## src/adcso_pkg.sv

```systemverilog
package adcso_pkg;
  localparam logic [7:0] OFF_SEQ_HIGH = 8'h2c;
  localparam logic [7:0] OFF_SEQ_MID = 8'h30;
  localparam logic [7:0] OFF_SEQ_LOW = 8'h34;
  localparam logic [7:0] OFF_RESULT = 8'h4c;
  localparam logic [7:0] OFF_OVS_CTL = 8'h80;
  localparam logic [7:0] OFF_CONV_CTL = 8'h84;
  localparam logic [7:0] OFF_SEQ_STATUS = 8'h88;
  localparam logic [31:0] SEQ_HIGH_MASK = 32'h00ff_ffff;
  localparam logic [31:0] SEQ_MIDLOW_MASK = 32'h3fff_ffff;
  localparam logic [31:0] OVS_CTL_MASK = 32'h0000_33fd;
  localparam logic [31:0] RESET_WORD = 32'h0000_0000;
  localparam int LEN_LSB = 20;
  localparam int SLOT_W = 5;
  localparam logic [4:0] CHAN_MAX = 5'h11;
  localparam logic [3:0] SHIFT_MAX = 4'h8;
  localparam int SAMPLE_W = 12;
  localparam int ACC_W = 20;

  typedef struct packed {
    logic [1:0] resolution_select;
    logic triggered_oversample;
    logic [3:0] oversample_shift;
    logic [2:0] oversample_ratio;
    logic oversampler_on;
  } adcso_ovs_t;

  typedef struct packed {
    logic [7:0] addr;
    logic [31:0] wdata;
    logic wr;
    logic rd;
  } adcso_bus_t;
endpackage

```

## src/adcso_accum.sv

```systemverilog
`timescale 1ns/1ps
module adcso_accum (
  input wire logic sys_clk,
  input wire logic rst_n,
  input wire logic clear,
  input wire logic sample_valid,
  input wire logic [adcso_pkg::SAMPLE_W-1:0] sample,
  input wire logic [2:0] ratio,
  input wire logic [3:0] shift,
  output logic done,
  output logic [15:0] result
);
  logic [adcso_pkg::ACC_W-1:0] acc_q;
  logic [8:0] cnt_q;
  wire [8:0] target = 9'h002 << ratio;
  wire [adcso_pkg::ACC_W-1:0] sum = acc_q + adcso_pkg::ACC_W'(sample);
  wire last = sample_valid && (cnt_q + 9'h001 == target);
  // reserved shift codes clamp to the largest documented shift
  wire [3:0] sh = (shift > adcso_pkg::SHIFT_MAX) ? adcso_pkg::SHIFT_MAX : shift;
  wire [adcso_pkg::ACC_W-1:0] shifted = sum >> sh;

  always_ff @(posedge sys_clk or negedge rst_n) begin
    if (!rst_n) begin
      acc_q <= '0;
      cnt_q <= '0;
      done <= 1'b0;
      result <= '0;
    end else begin
      done <= last;
      if (clear || last) begin
        acc_q <= '0;
        cnt_q <= '0;
      end else if (sample_valid) begin
        acc_q <= sum;
        cnt_q <= cnt_q + 9'h001;
      end
      if (last) begin
        result <= shifted[15:0];
      end
    end
  end
endmodule

```

## src/adcso_regs.sv

```systemverilog
// Our own choice: the address-and-strobe port.
`timescale 1ns/1ps
// Functional notes
// - sequence runs length field plus one conversions; zero means one conversion.
// - each five-bit slot holds channel 0..17, converted in slot order.
// - result low half holds the latest routine value, read only.
// - in synchronous pair mode the upper half carries the partner result.
// - partner field exists only in the master instance, else reads zero.
// - resolution code 00/01/10/11 selects 12/10/8/6 bits.
// - triggered bit clear: all oversampled conversions run after one trigger.
// - triggered bit set: every oversampled conversion waits its own trigger.
// - shift field shifts accumulated sum 0..8 bits; other codes reserved.
// - ratio code 000..111 selects 2x up to 256x samples.
// - oversampling fields writable only while converter enable is zero.
// - oversampler enable bit turns the oversampler on or off.
// - converter enable clear powers down; set enables the converter.
module adcso_regs #(
  parameter bit IS_MASTER = 1'b1
) (
  input wire logic sys_clk,
  input wire logic rst_n,
  input wire logic [7:0] addr,
  input wire logic [31:0] wdata,
  input wire logic wr_en,
  input wire logic rd_en,
  output logic [31:0] rdata,
  input wire logic trigger,
  input wire logic sample_valid,
  input wire logic [adcso_pkg::SAMPLE_W-1:0] sample,
  input wire logic sync_mode,
  input wire logic [15:0] partner_routine_result,
  output logic converter_on,
  output logic conv_start,
  output logic [4:0] conv_channel,
  output logic [1:0] resolution_select,
  output logic seq_done
);
  typedef enum logic [2:0] {
    ADCSO_IDLE = 3'b001,
    ADCSO_CONV = 3'b010,
    ADCSO_WAIT = 3'b100
  } adcso_state_t;

  adcso_state_t state_q, state_d;
  logic [31:0] seq_high_q, seq_mid_q, seq_low_q;
  adcso_pkg::adcso_ovs_t ovs_q;
  logic conv_on_q;
  logic [15:0] result_q;
  logic [15:0] partner_q;
  logic [3:0] slot_q;
  logic seq_done_q;
  logic [31:0] rdata_q;
  adcso_pkg::adcso_bus_t bus;

  assign bus = '{addr: addr, wdata: wdata, wr: wr_en, rd: rd_en};

  function automatic logic [4:0] slot_chan(input logic [3:0] n, input logic [31:0] lo,
                                           input logic [31:0] mid, input logic [31:0] hi);
    logic [4:0] c;
    c = '0;
    if (n < 4'd6) begin
      c = lo[n*adcso_pkg::SLOT_W +: adcso_pkg::SLOT_W];
    end else if (n < 4'd12) begin
      c = mid[(n-4'd6)*adcso_pkg::SLOT_W +: adcso_pkg::SLOT_W];
    end else begin
      c = hi[(n-4'd12)*adcso_pkg::SLOT_W +: adcso_pkg::SLOT_W];
    end
    return c;
  endfunction

  function automatic logic [15:0] trim_res(input logic [11:0] s, input logic [1:0] r);
    // lower resolutions keep the right-aligned top bits of the sample
    return 16'(s >> (r * 2));
  endfunction

  wire wr_seq_high = bus.wr && bus.addr == adcso_pkg::OFF_SEQ_HIGH;
  wire wr_seq_mid = bus.wr && bus.addr == adcso_pkg::OFF_SEQ_MID;
  wire wr_seq_low = bus.wr && bus.addr == adcso_pkg::OFF_SEQ_LOW;
  wire wr_ovs = bus.wr && bus.addr == adcso_pkg::OFF_OVS_CTL && !conv_on_q;
  wire wr_conv = bus.wr && bus.addr == adcso_pkg::OFF_CONV_CTL;
  wire [3:0] seq_len = seq_high_q[adcso_pkg::LEN_LSB +: 4];
  wire [4:0] chan_raw = slot_chan(slot_q, seq_low_q, seq_mid_q, seq_high_q);
  // out-of-range channels fall back to channel zero rather than a floating input
  wire [4:0] chan_sel = (chan_raw > adcso_pkg::CHAN_MAX) ? 5'h00 : chan_raw;
  wire [15:0] sample_res = trim_res(sample, ovs_q.resolution_select);
  wire accum_done;
  wire [15:0] accum_result;
  wire ovs_sample = ovs_q.oversampler_on && sample_valid && state_q == ADCSO_CONV;
  wire plain_done = !ovs_q.oversampler_on && sample_valid && state_q == ADCSO_CONV;
  wire conv_done = plain_done || accum_done;
  wire last_slot = slot_q == seq_len;

  adcso_accum u_accum (
    .sys_clk(sys_clk),
    .rst_n(rst_n),
    .clear(state_q == ADCSO_IDLE),
    .sample_valid(ovs_sample),
    .sample(sample_res[adcso_pkg::SAMPLE_W-1:0]),
    .ratio(ovs_q.oversample_ratio),
    .shift(ovs_q.oversample_shift),
    .done(accum_done),
    .result(accum_result)
  );

  always_comb begin
    state_d = state_q;
    case (state_q)
      ADCSO_IDLE: begin
        if (conv_on_q && trigger) begin
          state_d = ADCSO_CONV;
        end
      end
      ADCSO_CONV: begin
        if (!conv_on_q) begin
          state_d = ADCSO_IDLE;
        end else if (conv_done) begin
          state_d = last_slot ? ADCSO_IDLE : ADCSO_CONV;
        end else if (ovs_sample && ovs_q.triggered_oversample) begin
          state_d = ADCSO_WAIT;
        end
      end
      ADCSO_WAIT: begin
        // the final triggered sample completes while waiting, so the sum lands here
        if (!conv_on_q) begin
          state_d = ADCSO_IDLE;
        end else if (accum_done && last_slot) begin
          state_d = ADCSO_IDLE;
        end else if (trigger) begin
          state_d = ADCSO_CONV;
        end
      end
      default: state_d = ADCSO_IDLE;
    endcase
  end

  // one start per trigger in triggered mode; back to back otherwise
  assign conv_start = state_q == ADCSO_CONV && conv_on_q;
  assign conv_channel = chan_sel;
  assign converter_on = conv_on_q;
  assign resolution_select = ovs_q.resolution_select;
  assign seq_done = seq_done_q;
  assign rdata = rdata_q;

  always_ff @(posedge sys_clk or negedge rst_n) begin
    if (!rst_n) begin
      state_q <= ADCSO_IDLE;
      slot_q <= '0;
      seq_done_q <= 1'b0;
    end else begin
      state_q <= state_d;
      seq_done_q <= conv_done && last_slot;
      if (state_q == ADCSO_IDLE || (conv_done && last_slot)) begin
        slot_q <= '0;
      end else if (conv_done) begin
        slot_q <= slot_q + 4'h1;
      end
    end
  end

  always_ff @(posedge sys_clk or negedge rst_n) begin
    if (!rst_n) begin
      seq_high_q <= adcso_pkg::RESET_WORD;
      seq_mid_q <= adcso_pkg::RESET_WORD;
      seq_low_q <= adcso_pkg::RESET_WORD;
      ovs_q <= '0;
      conv_on_q <= 1'b0;
    end else begin
      if (wr_seq_high) seq_high_q <= bus.wdata & adcso_pkg::SEQ_HIGH_MASK;
      if (wr_seq_mid) seq_mid_q <= bus.wdata & adcso_pkg::SEQ_MIDLOW_MASK;
      if (wr_seq_low) seq_low_q <= bus.wdata & adcso_pkg::SEQ_MIDLOW_MASK;
      if (wr_ovs) begin
        ovs_q <= '{resolution_select: bus.wdata[13:12],
                   triggered_oversample: bus.wdata[9],
                   oversample_shift: bus.wdata[8:5],
                   oversample_ratio: bus.wdata[4:2],
                   oversampler_on: bus.wdata[0]};
      end
      if (wr_conv) conv_on_q <= bus.wdata[0];
    end
  end

  always_ff @(posedge sys_clk or negedge rst_n) begin
    if (!rst_n) begin
      result_q <= '0;
      partner_q <= '0;
    end else begin
      if (plain_done) begin
        result_q <= sample_res;
      end else if (accum_done) begin
        result_q <= accum_result;
      end
      if (conv_done && IS_MASTER && sync_mode) begin
        partner_q <= partner_routine_result;
      end
    end
  end

  wire [31:0] ovs_word = {18'h0_0000, ovs_q.resolution_select, 2'b00,
                          ovs_q.triggered_oversample, ovs_q.oversample_shift,
                          ovs_q.oversample_ratio, 1'b0, ovs_q.oversampler_on};
  wire [15:0] partner_rd = IS_MASTER ? partner_q : 16'h0000;
  wire [31:0] status_word = {27'h000_0000, state_q != ADCSO_IDLE, slot_q};
  wire [31:0] rd_mux =
    (bus.addr == adcso_pkg::OFF_SEQ_HIGH) ? seq_high_q :
    (bus.addr == adcso_pkg::OFF_SEQ_MID) ? seq_mid_q :
    (bus.addr == adcso_pkg::OFF_SEQ_LOW) ? seq_low_q :
    (bus.addr == adcso_pkg::OFF_RESULT) ? {partner_rd, result_q} :
    (bus.addr == adcso_pkg::OFF_OVS_CTL) ? ovs_word :
    (bus.addr == adcso_pkg::OFF_CONV_CTL) ? {31'h0000_0000, conv_on_q} :
    (bus.addr == adcso_pkg::OFF_SEQ_STATUS) ? status_word : 32'h0000_0000;

  always_ff @(posedge sys_clk or negedge rst_n) begin
    if (!rst_n) begin
      rdata_q <= '0;
    end else begin
      rdata_q <= bus.rd ? rd_mux : 32'h0000_0000;
    end
  end
endmodule

```

## config.mk

```make
export PLATFORM = sky130hd
export DESIGN_NAME = adcso_regs
export DESIGN_NICKNAME = d
export VERILOG_FILES = /design/src/adcso_pkg.sv /design/src/adcso_accum.sv /design/src/adcso_regs.sv
export SDC_FILE = /design/constraint.sdc
export NUM_CORES = 1
export LEC_CHECK = 0
export ABC_AREA = 0
export BUFFER_PORTS_ARGS = -buffer_cell sky130_fd_sc_hd__buf_2
export CORE_MARGIN = 3
export CORE_UTILIZATION = 60
export CTS_BUF_LIST = sky130_fd_sc_hd__clkbuf_4 sky130_fd_sc_hd__clkbuf_8
export CTS_CLUSTER_SIZE = 40
export DETAILED_ROUTE_END_ITERATION = 8
export PLACE_DENSITY = 0.8
export REMOVE_ABC_BUFFERS = 1
export SETUP_SLACK_MARGIN = 0.02
export SYNTH_ARGS = -nofsm -noshare
export SYNTH_HDL_FRONTEND = slang
export SYNTH_SLANG_ARGS = --single-unit
```

## constraint.sdc

```tcl
create_clock -name sys_clk -period 6.1 [get_ports sys_clk]
set_input_delay 1.22 -clock sys_clk [delete_from_list [all_inputs] [get_ports sys_clk]]
set_output_delay 1.22 -clock sys_clk [all_outputs]
set_load 0.02 [all_outputs]
```

# Yosys cells after proc, flatten, opt, wreduce, memory -nomap -nowiden
# Index checks and enable logic that the tools add are counted.
dict set report word_totals {
  word_cells 108
  ff_bits 214
  output_inout_bits 42
  inputBits 75
}
dict set report classes {
  multipliers 3
  n_addsub 5
  shifts 6
  muxes 29
  eq_ne 16
  n_reduce_logical 26
  n_lt_le_gt_ge 4
}
# cell count
set op_table {}
lappend op_table {{32-bit two-way mux} 5}
lappend op_table {{32-bit by 33-bit indexed part select with 5-bit output} 2}
lappend op_table {{20-bit two-way mux} 2}
lappend op_table {{16-bit two-way mux} 2}
lappend op_table {{32-bit by 8-bit indexed part select with 5-bit output} 1}
lappend op_table {{5-bit two-way mux} 5}
lappend op_table {{8-bit by 6-bit equality test with 1-bit output, second input constant} 3}
lappend op_table {{8-bit equality test, second input constant} 3}
lappend op_table {{3-bit two-way mux} 7}
lappend op_table {{20-bit by 12-bit adder with 20-bit output} 1}
lappend op_table {{20-bit by 4-bit right shift with 16-bit output} 1}
lappend op_table {{5-bit by 4-bit multiplier with 9-bit output, second input constant} 2}
lappend op_table {{9-bit two-way mux} 2}
lappend op_table {{1-bit logical AND} 17}
lappend op_table {{12-bit by 3-bit right shift with 16-bit output} 1}
lappend op_table {{14-bit two-way mux} 1}
lappend op_table {{4-bit two-way mux} 3}
lappend op_table {{9-bit by 1-bit adder with 9-bit output, second input constant} 1}
lappend op_table {{9-bit equality test} 1}
lappend op_table {{3-bit case mux with 3 select lines} 1}
lappend op_table {{2-bit by 3-bit left shift with 9-bit output, first input constant} 1}
lappend op_table {{8-bit by 7-bit equality test with 1-bit output, second input constant} 1}
lappend op_table {{4-bit by 3-bit multiplier with 7-bit output, second input constant} 1}
lappend op_table {{2-bit nonzero test} 3}
lappend op_table {{19 further kinds} 22}

# Depth between registers and ports, before layout
# Gate-level depths: netlist (run 1).
dict set report logic_depth {
  ltp_word 9
  mapped_depth 17
}

# By module
# Synthesis (run 1) repeated with hierarchy kept, for this count alone.
dict set report hier_totals {
  hier_cells 1394
  hier_area_um2 14383.8
}
# mod seq_area_each_um2 area_per_inst_um2 cells_each instances
set modules_own_cells {}
lappend modules_own_cells {adcso_regs 4205.3 10198.5 886 1}
lappend modules_own_cells {adcso_accum 1151.1 4185.3 508 1}

# Worst setup path before layout (run 1)
# No wires, ideal clock.
dict set report synth_path {
  kind {register -> output}
  from {register slot_q[1]}
  to {output port conv_channel[4]}
  arrival_time_ns 4.078
  stages_incl_launch_ff 17
  t_required_ns 4.880
  slack_ns 0.802
  path_buffers 5
  cell_sequence {dfrtp_1 buf_6 buf_6 buf_4 buf_2 buf_2 a21oi_1 ha_1 ha_1 a211oi_2 nor3b_1 nor2_1 o221ai_2 a2111o_1 a31oi_1 or3b_1 nor2_1}
}
dict set report synth_via {
  elab_chain_cells 7
  elab_cells_between_ends 14
}
# item line
set synth_lines {}
lappend synth_lines {{start: declaration} adcso_regs.sv:50} ;# logic [3:0] slot_q;
lappend synth_lines {{start signal: assignment} adcso_regs.sv:155} ;# slot_q <= slot_q + 4'h1;
lappend synth_lines {{4-bit by 4-bit subtractor with 5-bit output / 4-bit by 3-bit subtractor with 5-bit output (equally long branches)} {adcso_regs.sv:66, adcso_regs.sv:64}}
lappend synth_lines {{5-bit by 4-bit multiplier with 9-bit output, on equally long branches} {adcso_regs.sv:66, adcso_regs.sv:64}}
lappend synth_lines {{32-bit by 33-bit indexed part select with 5-bit output, on equally long branches} {adcso_regs.sv:66, adcso_regs.sv:64}}
lappend synth_lines {{5-bit two-way mux} adcso_regs.sv:63} ;# end else if (n < 4'd12) begin
lappend synth_lines {{5-bit two-way mux *} adcso_regs.sv:61} ;# if (n < 4'd6) begin
lappend synth_lines {{5-bit greater-than comparator} adcso_regs.sv:84} ;# wire [4:0] chan_sel = (chan_raw > adcso_pkg::CHAN_MAX) ? 5'h00 : chan_raw;
lappend synth_lines {{5-bit two-way mux *} adcso_regs.sv:84}
lappend synth_lines {{end: declaration} adcso_regs.sv:34} ;# output logic [4:0] conv_channel,
# Mark *: on every way between the ends. The rest lies on a longest branch, timed or not.

# Worst setup path in the final report (run 1)
dict set report layout_path {
  from {register slot_q[2]}
  to {output port conv_channel[0]}
}
# Same word-level chain as after synthesis.

==> impl_metrics.ini, run 1 <==
[finish]
layoutNonFillerInstCount = 1855
drive_gt1_share_pct = 26.6
nets = 1622
layout.cells.most_common = dfrtp_1
utilization_pct = 69.4
mostFrequentLayoutCells = dfrtp_1 (209), nand2_1 (132), mux2_2 (127)
area_growth_pct = 11.4

[synthesis]
synth_area_leaders = dfrtp_1 (37%), mux2_2 (10%), mux4_2 (5.3%)
async_flop_share_pct = 100
synth_edf_count = 0
ys_ff_latch = 214
syn_area_um2 = 14400
synth_area_per_cell_um2 = 9.95
synth.distinct_cells = 92
synth-main-ff-cell = dfrtp_1
synthCells = 1443
synth_top_area_share_pct = 37.1
ys_seq_area_share_pct = 37.3
yosysWarnings = 0
yosys.area.top_type = dfrtp_1

[placement]
routabilityCongestion = 0.934
dpl.hpwl_um = 29000
place_inst = 1783
dp_worst_setup_slack_ps = 634
numPortBuffers = 114

[timing]
fin_worst_skew_ps = 34.5
setup_viol = 0
whs_ps = 479
fin_crit_sh_pct = 95.6
clock.fmax_ghz = 0.171
period_needed_ps = 5830
slew_violations = 0
relSlewSlack_pct = 20.4
worst_pin_slew_ps = 1180
fin_ws_ps = 266
hold_violations = 0

[floorplan]
dieArea_um2 = 25800
pin_count = 117
die_h_um = 161
rows = 55
coreArea_um2 = 23100
start_util_pct = 62.3
fp.dieW_um = 161

[drt]
drc = 0
drtPass1Iterations = 9
wirelength_um = 41100
wl_per_cell_um = 22.2
vias_per_cell = 6.69
vias = 12400
drt_iter0_drc = 1560
detail-route-antenna-nets = 0

[global_routing]
grt_usage_pct = 31.4
grt_pass1_wl_um = 65700
grt_pass1_vias = 12200
antenna_found_initial = 2
overflow = 0
grt_max_degree = 150

[worst_setup_path]
critPathArrivalTime_ps = 4610
critical_path.endpoint_type = primary output
cp.required_ps = 4880
r2r_slack_ps = 1520
cp_max_fo = 10
path_class = reg -> out
start_kind = flop

[cts]
clock_path_buffers = 3
path_clk_slew_ps = 70
cts_sinks = 214
holdBufCountCts = 0
clock_latency_ps = 560
ctsHtreeMaxLevel = 2
cts_tree = done
root_buffer = clkbuf_8
cts_buffers = 38

[flow_run]
timing.max_cap.violations = 0

[pwr]
cellPowerDensity_nw_per_um2 = 212
peakVddDrop_mv = 0.149
leakagePower_nw = 7.00
total_power_mw = 3.40

[outcome]
status = completed

[worst_hold_path]
hold_path.class = reg -> reg
-- logic make-up (layout without fill, tap and decap cells) --
kind of cell | Yosys count | after routing | share of synthesized area, %
AO/OA/AOI/OAI | 342 | 342 | 17.1
flip-flops | 214 | 214 | 37.3
adder cells (fa/ha/maj) | 34 | 34 | 3.12
buffers and inverters | 149 | 247 | 4.46
multiplexers | 234 | 234 | 21.1
other | 0 | 1 | 0
AND/OR/NAND/NOR | 428 | 428 | 14.4
XOR/XNOR | 42 | 42 | 2.56
-- metal layers --
layer,GRT usage (%),routed length (um),vias up
li1,-,-,5582
met1,40.1,16100,6131
met2,53.0,20300,581
met3,5.21,3000,114
met4,13.8,1660,0
met5,0,0,-
-- timing repair --
item                       in CTS  in global routing
buffers inserted                0                  3
setup endpoints to repair       0                  5
gates resized for setup         0                  7
-- synth_stat cells (6+ instances only) --
| master | instances |
|---|---|
| nor2b_1 | 17 |
| and2_1 | 8 |
| dfrtp_1 | 213 |
| a222oi_1 | 33 |
| o32ai_1 | 8 |
| nor4_1 | 15 |
| a21boi_0 | 25 |
| xnor2_1 | 23 |
| nand4_1 | 9 |
| ha_1 | 31 |
| o22ai_1 | 8 |
| mux4_2 | 34 |
| mux2_2 | 127 |
| o21ai_0 | 51 |
| mux2i_1 | 64 |
| nand2_1 | 133 |
| o211ai_1 | 12 |
| and3_1 | 10 |
| o311ai_0 | 7 |
| nand3_1 | 41 |
| nor3_1 | 22 |
| o21ai_1 | 9 |
| xor2_1 | 19 |
| o31ai_1 | 9 |
| a21oi_1 | 67 |
| a31oi_1 | 9 |
| nor2_1 | 115 |
| nand2b_1 | 12 |
| buf_4 | 7 |
| buf_2 | 20 |
| a22oi_1 | 14 |
| buf_1 | 9 |
| o21a_1 | 8 |
| a211oi_1 | 16 |
| inv_1 | 31 |
| clkbuf_1 | 75 |
| mux4_1 | 6 |
-- sequential cells by signal (all words and copies together) (netlist names) --
register	flops
seq_mid_q	30
slot_q	4
rdata	32
ovs_q	9
u_accum.result	16
u_accum.acc_q	20
seq_low_q	30
result_q	16
seq_high_q	24
u_accum.done	1
converter_on	1
state_q	3
resolution_select	2
seq_done	1
partner_q	16
u_accum.cnt_q	9
-- worst max-delay path: stages (launching register included) --
cell and delay (ps):
dfrtp_2 500, ha_1 260, inv_1 60, ha_1 260, inv_1 60, ha_1 270
ha_1 240, fa_1 420, xor2_1 310, or2_2 200, a21oi_1 40, a2111o_1 420
a31oi_1 270, or3b_1 420, a21oi_2 140, buf_2 170
-- where the power goes --
group	leakage [nW]	total, mW	switching, mW	internal (mW)
Combinational	3.68	0.352	0.213	0.138
Sequential	2.87	1.54	0.0691	1.47
Clock	0.453	1.50	0.619	0.886
Total	7.00	3.40	0.901	2.50
-- metrics by stage --
stage,area (um^2),TNS [ps]
after global placement,15100,0
after detailed placement,15100,0
final,16000,0
after global routing,16000,-2.55
after floorplan,13800,-1170
after CTS,15900,0
-- final timing paths --
kind | from | to | cells after the start
max | slot_q[2] | conv_channel[0] | 15
min | partner_q[14] | rdata[30] | 1
max reg2reg | resolution_select[0] | u_accum.result[6] | 13
min reg2reg | partner_q[14] | rdata[30] | 1
max in group asynchronous | rst_n | u_accum.acc_q[16] | 2
min in group asynchronous | rst_n | rdata[27] | 1
-- final cells by class --
type	count	area [um^2]
Antenna cell	1	2.50
Clock buffer	57	716
Clock inverter	11	153
Fill cell	1745	7060
Inverter	34	128
Multi-Input combinational cell	1080	8420
Sequential cell	214	5360
Tap cell	313	392
Timing Repair Buffer	145	826
Power figures use the tool's default switching activity.
==> run 2, diff against run 1 <==
Clock period 6.1 ns to 5.9 ns, I/O delays scaled along.
==> run 2 against run 1 <==
Critical path depth is 1 lower. Cell count down 0.32%. Wire length up 0.38%. Non-clock buffer count shrank 2. Combinational power grew 4%. Setup slack worse by 28 ps. Global-route usage grew 0.47 points. Register-to-register slack got worse by 160 ps. Via count is essentially flat. Critical path type unchanged. Largest cell class unchanged. Largest power group unchanged.
==> impl_metrics.ini, run 2 (same netlist as run 1, synthesis figures left out) <==
[outcome]
status = completed

[cts]
clock_latency_ps = 570
cts_buffers = 38
path_clk_slew_ps = 60
cts_tree = done
clock_path_buffers = 3
holdBufCountCts = 0
ctsHtreeMaxLevel = 2
postCtsSetupRepairBufs = 0
root_buffer = clkbuf_8
cts_sinks = 214

[placement]
routabilityCongestion = 1.02
dp_worst_setup_slack_ps = 539
place_inst = 1784
placed_cell_area_um2 = 15100
numPortBuffers = 114
dpl.hpwl_um = 29100

[floorplan]
dieArea_um2 = 25800
rows = 55
die_h_um = 161
start_util_pct = 62.3
fp.dieW_um = 161
pin_count = 117
coreArea_um2 = 23100

[drt]
vias_per_cell = 6.71
dr_wl_met2_um = 19800
drtPass1Iterations = 7
routed.top_layer = met4
drc = 0
wl_met1_um = 15900
detail-route-antenna-nets = 0
wirelength_um = 41300
drt_iter0_drc = 1194
wl_met3_um = 3620
vias = 12400
wl_per_cell_um = 22.3

[finish]
nets = 1620
layoutNonFillerInstCount = 1849
area_growth_pct = 10.5
diodes = 0
utilization_pct = 68.9
postLayoutCellArea_um2 = 15900
num-fill-cells = 1767
mostFrequentLayoutCells = dfrtp_1 (210), nand2_1 (132), mux2_2 (127)
drive_gt1_share_pct = 26.4
largest_reg_flops = 32
layout.cells.most_common = dfrtp_1

[timing]
tns_ps = 0
fin_crit_sh_pct = 96.0
whs_ps = 495
slew_violations = 0
hold_violations = 0
clock.fmax_ghz = 0.177
fin_worst_skew_ps = 28.8
setup_viol = 0
period_needed_ps = 5660
worst_pin_slew_ps = 1150
relSlewSlack_pct = 22.4
fin_ws_ps = 238

[global_routing]
grt_max_degree = 114
overflow = 0
grt_pass1_vias = 12200
grt_usage_pct = 31.9
antenna_found_initial = 0
grt_pass1_wl_um = 66700

[worst_setup_path]
start_kind = flop
r2r-start = resolution_select[0]
crit_top_cell = ha_1
slowest_delay_ps = 420
critPathArrivalTime_ps = 4480
crit_slowest_cell = a2111o_1
cp_max_fo = 5
critical_path.endpoint_type = primary output
cp-startpoint = slot_q[3]
path_class = reg -> out
cp.required_ps = 4720
path_cells = inv_1, ha_1, a21oi_1, ha_1, ha_1, a211oi_2, nor3b_2, o21ai_0, a21oi_1, a2111o_1, a31oi_1, or3b_1, a21oi_2, buf_2
r2r_slack_ps = 1360

[worst_hold_path]
min_from = partner_q[15]
hold_path.class = reg -> reg

[pwr]
leakagePower_nw = 6.94
cellPowerDensity_nw_per_um2 = 211
peakVddDrop_mv = 0.127
total_power_mw = 3.35

[flow_run]
timing.max_cap.violations = 0
## run 2: changes by cell type in the layout (fill, tap and decap cells not counted), sizes merged
cell / before / now
bufinv: 3 / 0
clkinvlp: 2 / 3
diode: 1 / 0
clkinv: 6 / 5
buf: 145 / 143
## run 2: critical path, delay by kind of cell, from the launching register on
| kind | cells | cell delay [ps] |
|---|---|---|
| AOI/OAI and AO/OA | 7 | 1610 |
| adders and majority gates | 3 | 1010 |
| buffers and inverters | 2 | 330 |
| DFF | 1 | 380 |
| and+or+nand+nor | 2 | 560 |
## run 2: repair_timing
action,CTS,global route
gates cloned,0,0
resized for setup,1,6
setup endpoints to repair,2,3
## run 2: layout make-up
class,count,area (um^2),share of cell area [%]
Clock buffer,57,697,4.39
Tap cell,313,392,2.47
Sequential cell,214,5360,33.8
Inverter,34,128,0.804
Clock inverter,8,65.1,0.410
Multi-Input combinational cell,1080,8420,53.1
Timing Repair Buffer,143,811,5.11
## run 2: per-layer routing
layer	up-vias	track usage, %
li1	5574	-
met1	6065	40.9
met2	628	52.7
met3	138	6.63
met4	0	13.5
met5	-	0
## run 2: path summary, 6_finish.rpt
check | end | cells after the start
setup / recovery | conv_channel[0] | 14
hold / removal | rdata[31] | 1
setup reg to reg | u_accum.result[6] | 13
hold reg to reg | rdata[31] | 1
max in group asynchronous | seq_high_q[14] | 2
min in group asynchronous | rdata[27] | 1
## run 2: power by group
group / switching (mW) / internal, mW
Sequential: 0.0718 / 1.52
Combinational: 0.222 / 0.143
Clock: 0.633 / 0.761
Total: 0.927 / 2.43
